===== src/hw/hms_pkg.sv =====
// Purpose: shared constants and types of the homing method sequencer
// Assumes: one 10 MHz clock, switch and index inputs already synchronous
// Notes: control word values and method codes are fixed by the drive profile
package hms_pkg;

    localparam int CLOCK_HZ = 10_000_000;

    // control word values that arm a homing run
    localparam logic [15:0] HMS_CTRL_ENABLED = 16'h000f;
    localparam logic [15:0] HMS_CTRL_HOMING = 16'h001f;

    // supported method codes
    localparam logic [7:0] HMS_M14 = 8'h0e;
    localparam logic [7:0] HMS_M17 = 8'h11;
    localparam logic [7:0] HMS_M18 = 8'h12;
    localparam logic [7:0] HMS_M19 = 8'h13;
    localparam logic [7:0] HMS_M20 = 8'h14;
    localparam logic [7:0] HMS_M21 = 8'h15;
    localparam logic [7:0] HMS_M22 = 8'h16;
    localparam logic [7:0] HMS_M23 = 8'h17;
    localparam logic [7:0] HMS_M24 = 8'h18;
    localparam logic [7:0] HMS_M25 = 8'h19;

    // switch vector layout
    localparam int HMS_SW_N = 3;
    localparam int HMS_SW_HOME = 0;
    localparam int HMS_SW_PLIM = 1;
    localparam int HMS_SW_NLIM = 2;

    // reset values
    localparam logic [1:0] HMS_PHASE_RST = 2'h0;
    localparam logic [7:0] HMS_METHOD_RST = 8'h00;

    typedef enum logic [1:0] {
        HMS_IDLE = 2'b00,
        HMS_MOVE = 2'b01,
        HMS_LATCH = 2'b10
    } hms_state_t;

    // one decision of the sequencer
    typedef struct packed {
        logic take;
        logic fwd;
        logic fast;
        logic [1:0] phase;
        logic finish;
        logic use_index;
    } hms_step_t;

endpackage


===== src/hw/hms_edge_detect.sv =====
// Purpose: sample switch inputs each cycle and flag their edges
// Assumes: inputs are synchronous to clock, high means active
// Notes: edges show in the same cycle as the sample that reveals them
`timescale 1ns/100ps
module hms_edge_detect
    import hms_pkg::*;
#(
    parameter int N = HMS_SW_N
) (
    input wire logic clock,
    input wire logic reset_n,
    input wire logic [N-1:0] sw_in,
    output logic [N-1:0] level,
    output logic [N-1:0] rise,
    output logic [N-1:0] fall
);

    // refused at elaboration: an empty switch vector has no edges to report
    if (N < 1) begin : g_check_n
        $error("hms_edge_detect needs at least one input");
    end

    typedef struct packed {
        logic [N-1:0] cur;
        logic [N-1:0] prev;
    } hms_edge_regs_t;

    hms_edge_regs_t edge_reg;
    hms_edge_regs_t edge_next;

    always_comb begin
        edge_next = edge_reg;
        edge_next.cur = sw_in;
        edge_next.prev = edge_reg.cur;
    end

    always_ff @(posedge clock or negedge reset_n) begin
        if (!reset_n) begin
            edge_reg <= '0;
        end else begin
            edge_reg <= edge_next;
        end
    end

    assign level = edge_reg.cur;
    assign rise = edge_reg.cur & ~edge_reg.prev;
    assign fall = ~edge_reg.cur & edge_reg.prev;

endmodule


===== src/hw/hms_home_latch.sv =====
// Purpose: capture the home position at once or at the next index pulse
// Assumes: arm is a one-cycle pulse, cancel aborts a pending capture
// Notes: an index in the arming cycle itself is not taken
`timescale 1ns/100ps
module hms_home_latch #(
    parameter int POS_W = 32
) (
    input wire logic clock,
    input wire logic reset_n,
    input wire logic arm,
    input wire logic use_index,
    input wire logic cancel,
    input wire logic index_pulse,
    input wire logic [POS_W-1:0] position,
    output logic done,
    output logic [POS_W-1:0] home_pos
);

    // refused at elaboration rather than at run time
    if (POS_W < 2) begin : g_check_pos_w
        $error("hms_home_latch needs POS_W of at least 2");
    end

    typedef struct packed {
        logic wait_index;
        logic done;
        logic [POS_W-1:0] pos;
    } hms_latch_regs_t;

    hms_latch_regs_t lat_reg;
    hms_latch_regs_t lat_next;

    always_comb begin
        lat_next = lat_reg;
        lat_next.done = 1'b0;
        if (cancel) begin
            lat_next.wait_index = 1'b0;
        end else if (arm && !use_index) begin
            lat_next.pos = position;
            lat_next.done = 1'b1;
        end else if (arm) begin
            lat_next.wait_index = 1'b1;
        end else if (lat_reg.wait_index && index_pulse) begin
            // first index after the arming edge wins
            lat_next.pos = position;
            lat_next.done = 1'b1;
            lat_next.wait_index = 1'b0;
        end
    end

    always_ff @(posedge clock or negedge reset_n) begin
        if (!reset_n) begin
            lat_reg <= '0;
        end else begin
            lat_reg <= lat_next;
        end
    end

    assign done = lat_reg.done;
    assign home_pos = lat_reg.pos;

endmodule


===== src/hw/hms_sequencer.sv =====
// Purpose: homing method sequencer for methods 14 and 17 to 25
// Assumes: one 10 MHz clock; switches and index synchronous and active high
// Notes: direction and speed are levels for the velocity loop, not a profile
`timescale 1ns/100ps
module hms_sequencer
    import hms_pkg::*;
#(
    parameter int POS_W = 32
) (
    input wire logic clock,
    input wire logic reset_n,
    input wire logic [15:0] control_word,
    input wire logic [7:0] homing_method,
    input wire logic home_switch,
    input wire logic pos_limit,
    input wire logic neg_limit,
    input wire logic index_pulse,
    input wire logic [POS_W-1:0] actual_position,
    output logic motion_enable,
    output logic move_positive,
    output logic speed_high,
    output logic homing_busy,
    output logic homing_done,
    output logic homing_fault,
    output logic [POS_W-1:0] home_position
);

    // refused at elaboration: the capture path needs at least 2 bits; this module also caps POS_W at 64
    if (POS_W < 2 || POS_W > 64) begin : g_check_pos_w
        $error("hms_sequencer needs POS_W between 2 and 64");
    end

    typedef struct packed {
        hms_state_t st;
        logic [1:0] phase;
        logic [7:0] method;
        logic [15:0] ctrl_prev;
        logic run;
        logic fwd;
        logic fast;
        logic busy;
        logic done;
        logic fault;
        logic arm;
        logic use_index;
    } hms_regs_t;

    hms_regs_t seq_reg;
    hms_regs_t seq_next;

    logic [HMS_SW_N-1:0] sw_level;
    logic [HMS_SW_N-1:0] sw_rise;
    logic [HMS_SW_N-1:0] sw_fall;
    logic latch_done;
    logic abort;
    logic start;
    hms_step_t first_step;
    hms_step_t move_step;

    hms_edge_detect #(
        .N(HMS_SW_N)
    ) u_edges (
        .clock(clock),
        .reset_n(reset_n),
        .sw_in({neg_limit, pos_limit, home_switch}),
        .level(sw_level),
        .rise(sw_rise),
        .fall(sw_fall)
    );

    hms_home_latch #(
        .POS_W(POS_W)
    ) u_latch (
        .clock(clock),
        .reset_n(reset_n),
        .arm(seq_reg.arm),
        .use_index(seq_reg.use_index),
        .cancel(abort),
        .index_pulse(index_pulse),
        .position(actual_position),
        .done(latch_done),
        .home_pos(home_position)
    );

    function automatic hms_step_t go(input logic fwd, input logic fast, input logic [1:0] ph);
        hms_step_t s;
        s = '0;
        s.take = 1'b1;
        s.fwd = fwd;
        s.fast = fast;
        s.phase = ph;
        return s;
    endfunction

    function automatic hms_step_t fin(input logic use_index);
        hms_step_t s;
        s = '0;
        s.take = 1'b1;
        s.finish = 1'b1;
        s.use_index = use_index;
        return s;
    endfunction

    function automatic logic supported(input logic [7:0] m);
        return m == HMS_M14 || (m >= HMS_M17 && m <= HMS_M25);
    endfunction

    // first motion from the switch levels at start
    function automatic hms_step_t start_step(input logic [7:0] m, input logic home,
                                             input logic plim, input logic nlim);
        hms_step_t s;
        s = '0;
        case (m)
            HMS_M14: s = home ? go(1'b0, 1'b0, 2'h2) : go(1'b0, 1'b1, 2'h0);
            HMS_M17: s = nlim ? go(1'b1, 1'b0, 2'h1) : go(1'b0, 1'b1, 2'h0);
            HMS_M18: s = plim ? go(1'b0, 1'b0, 2'h1) : go(1'b1, 1'b1, 2'h0);
            HMS_M19: s = home ? go(1'b0, 1'b0, 2'h1) : go(1'b1, 1'b1, 2'h0);
            HMS_M20: s = home ? go(1'b0, 1'b0, 2'h0) : go(1'b1, 1'b0, 2'h1);
            HMS_M21: s = home ? go(1'b1, 1'b0, 2'h1) : go(1'b0, 1'b1, 2'h0);
            HMS_M22: s = home ? go(1'b1, 1'b0, 2'h0) : go(1'b0, 1'b0, 2'h1);
            HMS_M23: s = home ? go(1'b0, 1'b0, 2'h2) : go(1'b1, 1'b1, 2'h0);
            HMS_M24: s = home ? go(1'b0, 1'b0, 2'h2) : go(1'b1, 1'b1, 2'h0);
            HMS_M25: s = home ? go(1'b1, 1'b0, 2'h2) : go(1'b1, 1'b1, 2'h0);
            default: s = '0;
        endcase
        return s;
    endfunction

    // reaction to switch edges while moving; limit edges checked before home edges
    function automatic hms_step_t run_step(input logic [7:0] m, input logic [1:0] ph,
                                           input logic [HMS_SW_N-1:0] r,
                                           input logic [HMS_SW_N-1:0] f);
        hms_step_t s;
        logic hr;
        logic hf;
        logic pr;
        logic nr;
        logic pf;
        logic nf;
        s = '0;
        hr = r[HMS_SW_HOME];
        hf = f[HMS_SW_HOME];
        pr = r[HMS_SW_PLIM];
        nr = r[HMS_SW_NLIM];
        pf = f[HMS_SW_PLIM];
        nf = f[HMS_SW_NLIM];
        case (m)
            HMS_M14: begin
                case (ph)
                    2'h0: begin
                        if (nr) begin
                            s = go(1'b1, 1'b1, 2'h1);
                        end else if (hr) begin
                            s = go(1'b0, 1'b0, 2'h2);
                        end
                    end
                    2'h1: if (hr) s = go(1'b0, 1'b0, 2'h2);
                    2'h2: if (hf) s = fin(1'b1);
                    default: s = '0;
                endcase
            end
            HMS_M17: begin
                case (ph)
                    2'h0: if (nr) s = go(1'b1, 1'b0, 2'h1);
                    2'h1: if (nf) s = fin(1'b0);
                    default: s = '0;
                endcase
            end
            HMS_M18: begin
                case (ph)
                    2'h0: if (pr) s = go(1'b0, 1'b0, 2'h1);
                    2'h1: if (pf) s = fin(1'b0);
                    default: s = '0;
                endcase
            end
            HMS_M19: begin
                case (ph)
                    2'h0: if (hr) s = go(1'b0, 1'b0, 2'h1);
                    2'h1: if (hf) s = fin(1'b0);
                    default: s = '0;
                endcase
            end
            HMS_M20: begin
                case (ph)
                    2'h0: if (hf) s = go(1'b1, 1'b0, 2'h1);
                    2'h1: if (hr) s = fin(1'b0);
                    default: s = '0;
                endcase
            end
            HMS_M21: begin
                case (ph)
                    2'h0: if (hr) s = go(1'b1, 1'b0, 2'h1);
                    2'h1: if (hf) s = fin(1'b0);
                    default: s = '0;
                endcase
            end
            HMS_M22: begin
                case (ph)
                    2'h0: if (hf) s = go(1'b0, 1'b0, 2'h1);
                    2'h1: if (hr) s = fin(1'b0);
                    default: s = '0;
                endcase
            end
            HMS_M23: begin
                case (ph)
                    2'h0: begin
                        if (pr) begin
                            s = go(1'b0, 1'b1, 2'h1);
                        end else if (hr) begin
                            s = go(1'b0, 1'b0, 2'h2);
                        end
                    end
                    2'h1: if (hr) s = go(1'b0, 1'b0, 2'h2);
                    2'h2: if (hf) s = fin(1'b0);
                    default: s = '0;
                endcase
            end
            HMS_M24: begin
                case (ph)
                    2'h0: begin
                        if (pr) begin
                            s = go(1'b0, 1'b1, 2'h1);
                        end else if (hr) begin
                            s = go(1'b0, 1'b0, 2'h2);
                        end
                    end
                    2'h1: if (hr) s = go(1'b0, 1'b0, 2'h2);
                    2'h2: if (hf) s = go(1'b1, 1'b0, 2'h3);
                    2'h3: if (hr) s = fin(1'b0);
                    default: s = '0;
                endcase
            end
            HMS_M25: begin
                case (ph)
                    2'h0: begin
                        if (pr) begin
                            s = go(1'b0, 1'b1, 2'h1);
                        end else if (hr) begin
                            s = go(1'b1, 1'b0, 2'h2);
                        end
                    end
                    2'h1: if (hr) s = go(1'b1, 1'b0, 2'h2);
                    2'h2: if (hf) s = go(1'b0, 1'b0, 2'h3);
                    2'h3: if (hr) s = fin(1'b0);
                    default: s = '0;
                endcase
            end
            default: s = '0;
        endcase
        return s;
    endfunction

    // start only on the enabled-to-homing step of the control word
    assign start = seq_reg.ctrl_prev == HMS_CTRL_ENABLED && control_word == HMS_CTRL_HOMING;
    // dropping the homing value stops the run at once
    assign abort = seq_reg.busy && control_word != HMS_CTRL_HOMING;
    assign first_step = start_step(homing_method, sw_level[HMS_SW_HOME], sw_level[HMS_SW_PLIM],
                                   sw_level[HMS_SW_NLIM]);
    assign move_step = run_step(seq_reg.method, seq_reg.phase, sw_rise, sw_fall);

    always_comb begin
        seq_next = seq_reg;
        seq_next.ctrl_prev = control_word;
        seq_next.arm = 1'b0;
        case (seq_reg.st)
            HMS_IDLE: begin
                if (start) begin
                    seq_next.done = 1'b0;
                    if (supported(homing_method)) begin
                        seq_next.method = homing_method;
                        seq_next.st = HMS_MOVE;
                        seq_next.phase = first_step.phase;
                        seq_next.fwd = first_step.fwd;
                        seq_next.fast = first_step.fast;
                        seq_next.run = 1'b1;
                        seq_next.busy = 1'b1;
                        seq_next.fault = 1'b0;
                    end else begin
                        seq_next.fault = 1'b1;
                    end
                end
            end
            HMS_MOVE: begin
                if (abort) begin
                    seq_next.st = HMS_IDLE;
                    seq_next.run = 1'b0;
                    seq_next.busy = 1'b0;
                end else if (move_step.take && move_step.finish) begin
                    // position capture keeps moving only while an index is awaited
                    seq_next.st = HMS_LATCH;
                    seq_next.arm = 1'b1;
                    seq_next.use_index = move_step.use_index;
                    seq_next.run = move_step.use_index;
                end else if (move_step.take) begin
                    seq_next.phase = move_step.phase;
                    seq_next.fwd = move_step.fwd;
                    seq_next.fast = move_step.fast;
                end
            end
            HMS_LATCH: begin
                if (abort) begin
                    seq_next.st = HMS_IDLE;
                    seq_next.run = 1'b0;
                    seq_next.busy = 1'b0;
                end else if (latch_done) begin
                    seq_next.st = HMS_IDLE;
                    seq_next.run = 1'b0;
                    seq_next.busy = 1'b0;
                    seq_next.done = 1'b1;
                end
            end
            default: begin
                seq_next.st = HMS_IDLE;
                seq_next.run = 1'b0;
                seq_next.busy = 1'b0;
            end
        endcase
    end

    always_ff @(posedge clock or negedge reset_n) begin
        if (!reset_n) begin
            seq_reg <= '0;
            seq_reg.st <= HMS_IDLE;
            seq_reg.phase <= HMS_PHASE_RST;
            seq_reg.method <= HMS_METHOD_RST;
        end else begin
            seq_reg <= seq_next;
        end
    end

    assign motion_enable = seq_reg.run;
    assign move_positive = seq_reg.fwd;
    assign speed_high = seq_reg.fast;
    assign homing_busy = seq_reg.busy;
    assign homing_done = seq_reg.done;
    assign homing_fault = seq_reg.fault;

endmodule


===== config.mk =====
export PLATFORM = sky130hd
export DESIGN_NAME = hms_sequencer
export DESIGN_NICKNAME = d
export VERILOG_FILES = /design/src/hw/hms_pkg.sv /design/src/hw/hms_edge_detect.sv /design/src/hw/hms_home_latch.sv /design/src/hw/hms_sequencer.sv
export SDC_FILE = /design/constraint.sdc
export NUM_CORES = 1
export LEC_CHECK = 0
export BUFFER_PORTS_ARGS = -buffer_cell sky130_fd_sc_hd__buf_4
export CELL_PAD_IN_SITES_DETAIL_PLACEMENT = 0
export CELL_PAD_IN_SITES_GLOBAL_PLACEMENT = 1
export CORE_MARGIN = 4
export CORE_UTILIZATION = 39
export DETAILED_ROUTE_END_ITERATION = 7
export GPL_TIMING_DRIVEN = 0
export PLACE_DENSITY_LB_ADDON = 0.1
export SLEW_MARGIN = 20
export SYNTH_ARGS = -nofsm -noshare
export SYNTH_HDL_FRONTEND = slang
export SYNTH_SLANG_ARGS = --single-unit

===== constraint.sdc =====
create_clock -name clock -period 2.3 [get_ports clock]
set_clock_uncertainty 0.05 [all_clocks]
set_input_delay 0.345 -clock clock [delete_from_list [all_inputs] [get_ports clock]]
set_output_delay 0.345 -clock clock [all_outputs]
set_load 0.03 [all_outputs]

======== Yosys cells after proc, flatten, opt, wreduce, memory -nomap -nowiden ========
Cells that the tools add are included.
storage, ports and cells
  flip-flop bits (word level) ............. 76
  bits in latches ......................... 0
  memory bits (writable) .................. 0
  ROM bits ................................ 0
  input bits .............................. 62
  output and inout bits ................... 38
  word-level logic and storage cells ...... 166
  memories ................................ 0
cells by class
  add/subtract/negate cells ............... 0
  multipliers ............................. 0
  div/mod/pow operators ................... 0
  $lt $le $gt $ge ......................... 2
  equal/unequal tests ..................... 40
  shifts and indexed selects .............. 0
  mux-type cells .......................... 78
  bitwise logic cells ..................... 5
  reduce and logical (&&, ||, !) cells .... 24
operator list
  operator                                                            number
  equality test 8 x 5 -> 1 bit (second input constant)                18
  2-to-1 mux 7 bit                                                    18
  2-to-1 mux 33 bit                                                   3
  case mux 7 bit (2 select lines)                                     6
  case mux 7 bit (10 select lines)                                    1
  case mux 7 bit (4 select lines)                                     2
  case mux 6 bit (9 select lines)                                     1
  2-to-1 mux 6 bit                                                    8
  case mux 7 bit (3 select lines)                                     2
  2-to-1 mux 34 bit                                                   1
  2-to-1 mux 2 bit                                                    14
  2-to-1 mux 12 bit                                                   2
  equality test 16 x 4 -> 1 bit (second input constant)               1
  equality test 16 x 5 -> 1 bit (second input constant)               1
  equality test 8 x 4 -> 1 bit (second input constant)                2
  != test 16 x 5 -> 1 bit (second input constant)                     1
  != test 2 bit (second input constant)                               8
  AND reduction 4 bit                                                 3
  2-to-1 mux 1 bit                                                    11
  2-to-1 mux 5 bit                                                    2
  AND reduction 3 bit                                                 3
  greater-or-equal comparator 8 x 5 -> 1 bit (second input constant)  1
  less-or-equal comparator 8 x 5 -> 1 bit (second input constant)     1
  case mux 2 bit (2 select lines)                                     2
  other kinds (21)                                                    37

======== Logic depth before layout (Yosys ltp) ========
  word-level depth ........................ 10
  mapped depth ............................ 9
  gate-level depth less buffers ........... 7

======== Hierarchy ========
Synthesis repeated with hierarchy kept, for this count alone.
unflattened totals
  cell total of the unflattened synthesis .. 359
  area total of the unflattened synthesis .. 3922.5 µm²
modules (own cells, without submodules)
  module           times used  cells an instance  area each (µm²)  seq. area each (µm²)
  hms_sequencer    1           237                2152.1           900.9
  hms_home_latch   1           107                1545.2           850.8
  hms_edge_detect  1           15                 225.2            150.1

======== Worst setup path before layout ========
No wires, ideal clock.
  path type ............................... reg2reg
  start point ............................. register seq_reg[24] (netlist bit)
  end point ............................... register seq_reg, in the netlist motion_enable
  library setup time ...................... 119 ps
  arrival time ............................ 1929 ps
  required time ........................... 2131 ps
  path slack .............................. 202 ps
  stages on the path, launching flop included .. 9
  buffers on the path ..................... 1
  period minus slack after synthesis ...... 2098 ps
  cells stage by stage .................... dfrtp_1 -> buf_6 -> nand4bb_1 -> a2111o_1 -> a21oi_1 -> a311o_2 -> nor2_2 -> or4_1 -> o21a_1
between the ends
  word-level cells in the longest chain between the ends .. 5
  elaborated cells on any way between the ends .. 17
  classes of those cells .................. eq/ne: 11; mux: 4; reduce/logical: 2
ends and longest elaborated chain
  what                                                                          line                  text
  start, declared                                                               hms_sequencer.sv:48   hms_regs_t seq_reg;
  start signal, assigned                                                        hms_sequencer.sv:327  seq_reg <= seq_next;
  equality test 8 x 5 -> 1 bit or equality test 8 x 4 -> 1 bit (tied branches)  hms_sequencer.sv:147  case (m)
  case mux 7 bit (10 select lines) *                                            hms_sequencer.sv:147
  2-to-1 mux 1 bit or logical AND 1 bit (tied branches)                         hms_sequencer.sv:288  end else if (move_step.take && move_step.finish) begin
  2-to-1 mux 1 bit or != test 3 bit (tied branches)                             --
  case mux 1 bit (3 select lines) or AND reduction 4 bit (tied branches)        --
Mark *: on every way between the ends. The rest lies on a longest branch, timed or not. The select of a mux whose other input is x is not followed.
A chain may end at the register's enable or synchronous reset.

======== Worst setup path after layout ========
  start point ............................. register seq_reg[25] (netlist bit)
  end point ............................... register seq_reg, in the netlist move_positive
between the ends
  word-level cells in the longest chain between the ends .. 6
  elaborated cells on any way between the ends .. 19
  classes of those cells .................. eq/ne: 12; mux: 5; reduce/logical: 2
ends and longest elaborated chain
  what                                                                          line                  text
  equality test 8 x 5 -> 1 bit or equality test 8 x 4 -> 1 bit (tied branches)  hms_sequencer.sv:147
  case mux 7 bit (10 select lines) *                                            hms_sequencer.sv:147
  2-to-1 mux 2 bit                                                              hms_sequencer.sv:294  end else if (move_step.take) begin
  2-to-1 mux 2 bit                                                              hms_sequencer.sv:288
  2-to-1 mux 2 bit                                                              hms_sequencer.sv:284  if (abort) begin
  case mux 2 bit (2 select lines)                                               hms_sequencer.sv:265  case (seq_reg.st)
Marks and branches as above.

==> flow_results.xml <==
<?xml version="1.0" encoding="UTF-8"?>
<metrics>
  <group name="status">
    <metric name="result_of_the_run" unit="">complete, no violations</metric>
  </group>
  <group name="setup_path">
    <metric name="end_kind" unit="">flip-flop</metric>
    <metric name="timing.critical_path.from_type" unit="">flip-flop</metric>
    <metric name="critPathArrivalTime" unit="ns">2.43</metric>
    <metric name="crit_path_kind" unit="">flip-flop to flip-flop</metric>
    <metric name="path_max_fanout" unit="">6</metric>
    <metric name="worst-endpoint-required" unit="ns">2.48</metric>
    <metric name="reg2reg_slack" unit="ns">0.05</metric>
  </group>
  <group name="synthesis">
    <metric name="synth_edf_count" unit="">0</metric>
    <metric name="postSynthCellCount" unit="">427</metric>
    <metric name="post_synth_num_cell_types" unit="">59</metric>
    <metric name="ys.warnings.count" unit="">0</metric>
    <metric name="async_flop_share" unit="">1.00</metric>
    <metric name="postSynthAreaPerCell" unit="um^2">9.03</metric>
    <metric name="ys_dominant_reg_cell" unit="">sky130_fd_sc_hd__dfrtp_1</metric>
    <metric name="synth.yosys.seq_area_share" unit="">0.494</metric>
    <metric name="syn-num-nets" unit="">489</metric>
    <metric name="synth.cell_area" unit="um^2">3850</metric>
    <metric name="synth-seq-cells" unit="">76</metric>
  </group>
  <group name="routing">
    <metric name="route.detailed.wl_per_inst" unit="um">14.2</metric>
    <metric name="drc_violations_left" unit="">0</metric>
    <metric name="firstDrtPassIters" unit="">4</metric>
    <metric name="avgViaCountPerCell" unit="">4.87</metric>
    <metric name="postRouteWirelength" unit="um">9670</metric>
    <metric name="drt_iter0_drc" unit="">151</metric>
    <metric name="final_antenna_net_count" unit="">0</metric>
    <metric name="vias" unit="">3308</metric>
  </group>
  <group name="place">
    <metric name="post-place-cells" unit="">658</metric>
    <metric name="placement_stage_cell_area" unit="um^2">4760</metric>
    <metric name="place_worst_setup_slack" unit="ns">-0.288</metric>
    <metric name="dpl.hpwl" unit="um">7160</metric>
    <metric name="buffer_ports.inserted" unit="">98</metric>
    <metric name="final_estimated_routing_congestion_in_global_placement" unit="">0.914</metric>
  </group>
  <group name="floorplan">
    <metric name="floorplan_die_width" unit="um">107</metric>
    <metric name="chipHeight" unit="um">107</metric>
    <metric name="starting_density_of_the_core" unit="">0.398</metric>
    <metric name="design.portCount" unit="">100</metric>
    <metric name="placeableCoreArea" unit="um^2">9680</metric>
    <metric name="die_area" unit="um^2">11500</metric>
    <metric name="floorplan.rows" unit="">36</metric>
  </group>
  <group name="power">
    <metric name="final_total_pwr" unit="uW">3070</metric>
    <metric name="vdd_drop_max" unit="V">0.000363</metric>
    <metric name="sw_frac_of_total" unit="">0.305</metric>
    <metric name="comb_power_share" unit="">0.196</metric>
    <metric name="power.switching" unit="uW">935</metric>
    <metric name="pwr_density_cell" unit="nW/um^2">603</metric>
    <metric name="power.share.clock" unit="">0.323</metric>
    <metric name="cellLeakagePower" unit="uW">0.00250</metric>
    <metric name="power.sequential.fraction" unit="">0.481</metric>
    <metric name="p_int" unit="uW">2130</metric>
  </group>
  <group name="sta">
    <metric name="slew_headroom" unit="">0.368</metric>
    <metric name="worst-slew-pin-transition" unit="ns">0.948</metric>
    <metric name="fmax" unit="MHz">445</metric>
    <metric name="final-max-slew-violation-count" unit="">0</metric>
    <metric name="finalSetupViolCount" unit="">0</metric>
    <metric name="fin_ws" unit="ns">0.0529</metric>
    <metric name="total_count_of_hold_check_failures_in_the_final_report" unit="">0</metric>
    <metric name="timing.final.crit_share" unit="">0.977</metric>
    <metric name="setup_repair_after_global_routing_missed_its_margin" unit="">true</metric>
    <metric name="finalWorstPathRequiredPeriod" unit="ns">2.25</metric>
  </group>
  <group name="layout">
    <metric name="nets" unit="">603</metric>
    <metric name="layout-drive-gt1-share" unit="">0.337</metric>
    <metric name="fin_util" unit="">0.525</metric>
    <metric name="largest_reg_flops" unit="">32</metric>
    <metric name="area.growth.synth_to_final" unit="%">31.9</metric>
    <metric name="final_cell_count_no_fill" unit="">679</metric>
    <metric name="antenna_cell_count" unit="">0</metric>
    <metric name="final_cell_area" unit="um^2">5080</metric>
    <metric name="num-fill-cells" unit="">925</metric>
  </group>
  <group name="cts">
    <metric name="path_clk_slew" unit="ns">0.10</metric>
    <metric name="cts_tree" unit="">done</metric>
    <metric name="htree_levels" unit="">3</metric>
    <metric name="clock_sinks" unit="">76</metric>
    <metric name="clock_path_buffers" unit="">2</metric>
    <metric name="worstSkewPairLatency" unit="ns">0.35</metric>
    <metric name="cts-buffers-inserted" unit="">9</metric>
    <metric name="ctsRootBufferMaster" unit="">sky130_fd_sc_hd__clkbuf_8</metric>
    <metric name="holdBufCountCts" unit="">0</metric>
  </group>
  <group name="min_path">
    <metric name="hold_path.class" unit="">input pin to flip-flop</metric>
  </group>
  <group name="grt">
    <metric name="antenna_violations_before_repair" unit="">0</metric>
    <metric name="grt_start_max_net_pins" unit="">77</metric>
    <metric name="first_global_vias" unit="">3233</metric>
    <metric name="grt_usage" unit="">0.171</metric>
    <metric name="global_route.overflow_total" unit="">0</metric>
    <metric name="first_pass_grt_wire_length" unit="um">15600</metric>
  </group>
  <group name="flow_run">
    <metric name="max-cap-violations" unit="">0</metric>
  </group>
</metrics>
[power groups by stage]
stage	Combinational [uW]	Sequential, uW	Clock, uW
CTS	607	1480	1030
global route	651	1490	1100
detailed placement	605	1500	0
floorplan	329	1510	0
global placement	600	1500	0
finish	600	1470	991
[per-stage QoR]
stage               TNS (ns)  hold WS, ns
global placement       -4.14        0.405
finish                     0       0.0541
floorplan                  0    -0.000591
CTS                        0       0.0286
global route         -0.0531       0.0199
detailed placement     -4.43        0.406
[placed cells by master, fill, tap and decap left out, types with 3 or more instances in the layout]
master	n
sky130_fd_sc_hd__inv_6	4
sky130_fd_sc_hd__mux2_2	6
sky130_fd_sc_hd__o21ai_0	12
sky130_fd_sc_hd__nand2b_1	13
sky130_fd_sc_hd__and2_1	4
sky130_fd_sc_hd__clkbuf_1	7
sky130_fd_sc_hd__nand2_1	116
sky130_fd_sc_hd__buf_4	135
sky130_fd_sc_hd__clkbuf_8	9
sky130_fd_sc_hd__nand4_1	4
sky130_fd_sc_hd__mux2_4	3
sky130_fd_sc_hd__nand3_1	8
sky130_fd_sc_hd__nor2b_2	3
sky130_fd_sc_hd__nand3b_1	3
sky130_fd_sc_hd__o22ai_1	6
sky130_fd_sc_hd__and3_1	3
sky130_fd_sc_hd__o21ai_1	3
sky130_fd_sc_hd__a31oi_1	3
sky130_fd_sc_hd__inv_1	7
sky130_fd_sc_hd__mux2i_1	4
sky130_fd_sc_hd__nor3_1	5
sky130_fd_sc_hd__clkbuf_2	3
sky130_fd_sc_hd__nor2b_1	6
sky130_fd_sc_hd__a211oi_1	4
sky130_fd_sc_hd__a21oi_1	14
sky130_fd_sc_hd__buf_1	3
sky130_fd_sc_hd__dfrtp_1	74
sky130_fd_sc_hd__nor2_1	26
sky130_fd_sc_hd__nor4_1	4
[routing by layer]
| layer | track usage | part of all wire |
|---|---|---|
| met1 | 0.232 | 0.45 |
| met2 | 0.263 | 0.47 |
| met3 | 0.0552 | 0.062 |
| met4 | 0.0460 | 0.011 |
| met5 | 0 | 0 |
[path summary, 6_finish.rpt]
path                             startpoint                   to  cells after the start
max                             seq_reg[25]        move_positive                      7
min                             home_switch     u_edges.level[0]                      1
max reg2reg                     seq_reg[25]        move_positive                      7
min reg2reg                u_edges.level[2]  u_edges.edge_reg[2]                      0
max in group asynchronous           reset_n          seq_reg[28]                      1
min in group asynchronous           reset_n          seq_reg[13]                      1
[critical path: stages (launching register included)]
cell and delay, ns:
sky130_fd_sc_hd__dfrtp_2 0.46, sky130_fd_sc_hd__nand4bb_1 0.20, sky130_fd_sc_hd__a2111o_1 0.49, sky130_fd_sc_hd__a21oi_2 0.14
sky130_fd_sc_hd__a311o_2 0.16, sky130_fd_sc_hd__nor2_4 0.05, sky130_fd_sc_hd__a21oi_4 0.25, sky130_fd_sc_hd__mux2_4 0.32
[layout make-up]
type                       count  area (um^2)  share of cell area
multi-input combinational    296         1710               0.336
buffer                        48          317              0.0623
sequential                    76         1900               0.375
tap                          133          166              0.0327
clock buffer                   9          124              0.0244
inverter                       7         26.3             0.00517
timing repair buffer         103          773               0.152
clock inverter                 7         65.1              0.0128
[synth_stat cells, types with 2 or more instances]
cell	number	share of area
sky130_fd_sc_hd__a21oi_1	15	0.019
sky130_fd_sc_hd__and4bb_1	2	0.0065
sky130_fd_sc_hd__nand3_1	8	0.010
sky130_fd_sc_hd__dfrtp_1	76	0.49
sky130_fd_sc_hd__o21ai_0	13	0.017
sky130_fd_sc_hd__nand2b_1	13	0.021
sky130_fd_sc_hd__o22ai_1	6	0.0097
sky130_fd_sc_hd__a31oi_1	3	0.0049
sky130_fd_sc_hd__nor3_1	6	0.0078
sky130_fd_sc_hd__nand2_1	117	0.11
sky130_fd_sc_hd__and4b_1	2	0.0052
sky130_fd_sc_hd__buf_4	32	0.062
sky130_fd_sc_hd__nor4_1	5	0.0081
sky130_fd_sc_hd__o31ai_1	2	0.0039
sky130_fd_sc_hd__mux2i_1	4	0.010
sky130_fd_sc_hd__nand4_1	4	0.0065
sky130_fd_sc_hd__nand3b_1	3	0.0058
sky130_fd_sc_hd__o211ai_1	2	0.0039
sky130_fd_sc_hd__buf_1	3	0.0029
sky130_fd_sc_hd__mux2_2	6	0.018
sky130_fd_sc_hd__nor3b_1	3	0.0058
sky130_fd_sc_hd__mux2_1	3	0.0088
sky130_fd_sc_hd__nor4bb_1	2	0.0052
sky130_fd_sc_hd__and3_1	3	0.0049
sky130_fd_sc_hd__o21a_1	2	0.0039
sky130_fd_sc_hd__a211oi_1	4	0.0078
sky130_fd_sc_hd__o21ai_1	2	0.0026
sky130_fd_sc_hd__clkbuf_1	10	0.0097
sky130_fd_sc_hd__buf_2	2	0.0026
sky130_fd_sc_hd__and2_1	4	0.0065
sky130_fd_sc_hd__nand4bb_1	2	0.0058
sky130_fd_sc_hd__inv_1	7	0.0068
sky130_fd_sc_hd__nor2_1	27	0.026
sky130_fd_sc_hd__nor2b_1	9	0.015
[logic make-up (layout without fill, tap and decap cells)]
logic type             Yosys count  in the layout  share of synthesized area
multiplexers                    13             13                     0.0367
flip-flops                      76             76                      0.494
XOR/XNOR                         1              1                    0.00227
buffers and inverters           55            174                     0.0873
AO/OA/AOI/OAI                   63             63                      0.106
AND/OR/NAND/NOR                219            219                      0.274
[what timing repair did]
item | CTS | global route
gates resized for setup | 9 | 19
pin swaps | 5 | 5
setup endpoints to repair | 13 | 9
setup buffers | 3 | 2
(Power assumes the default switching activity.)
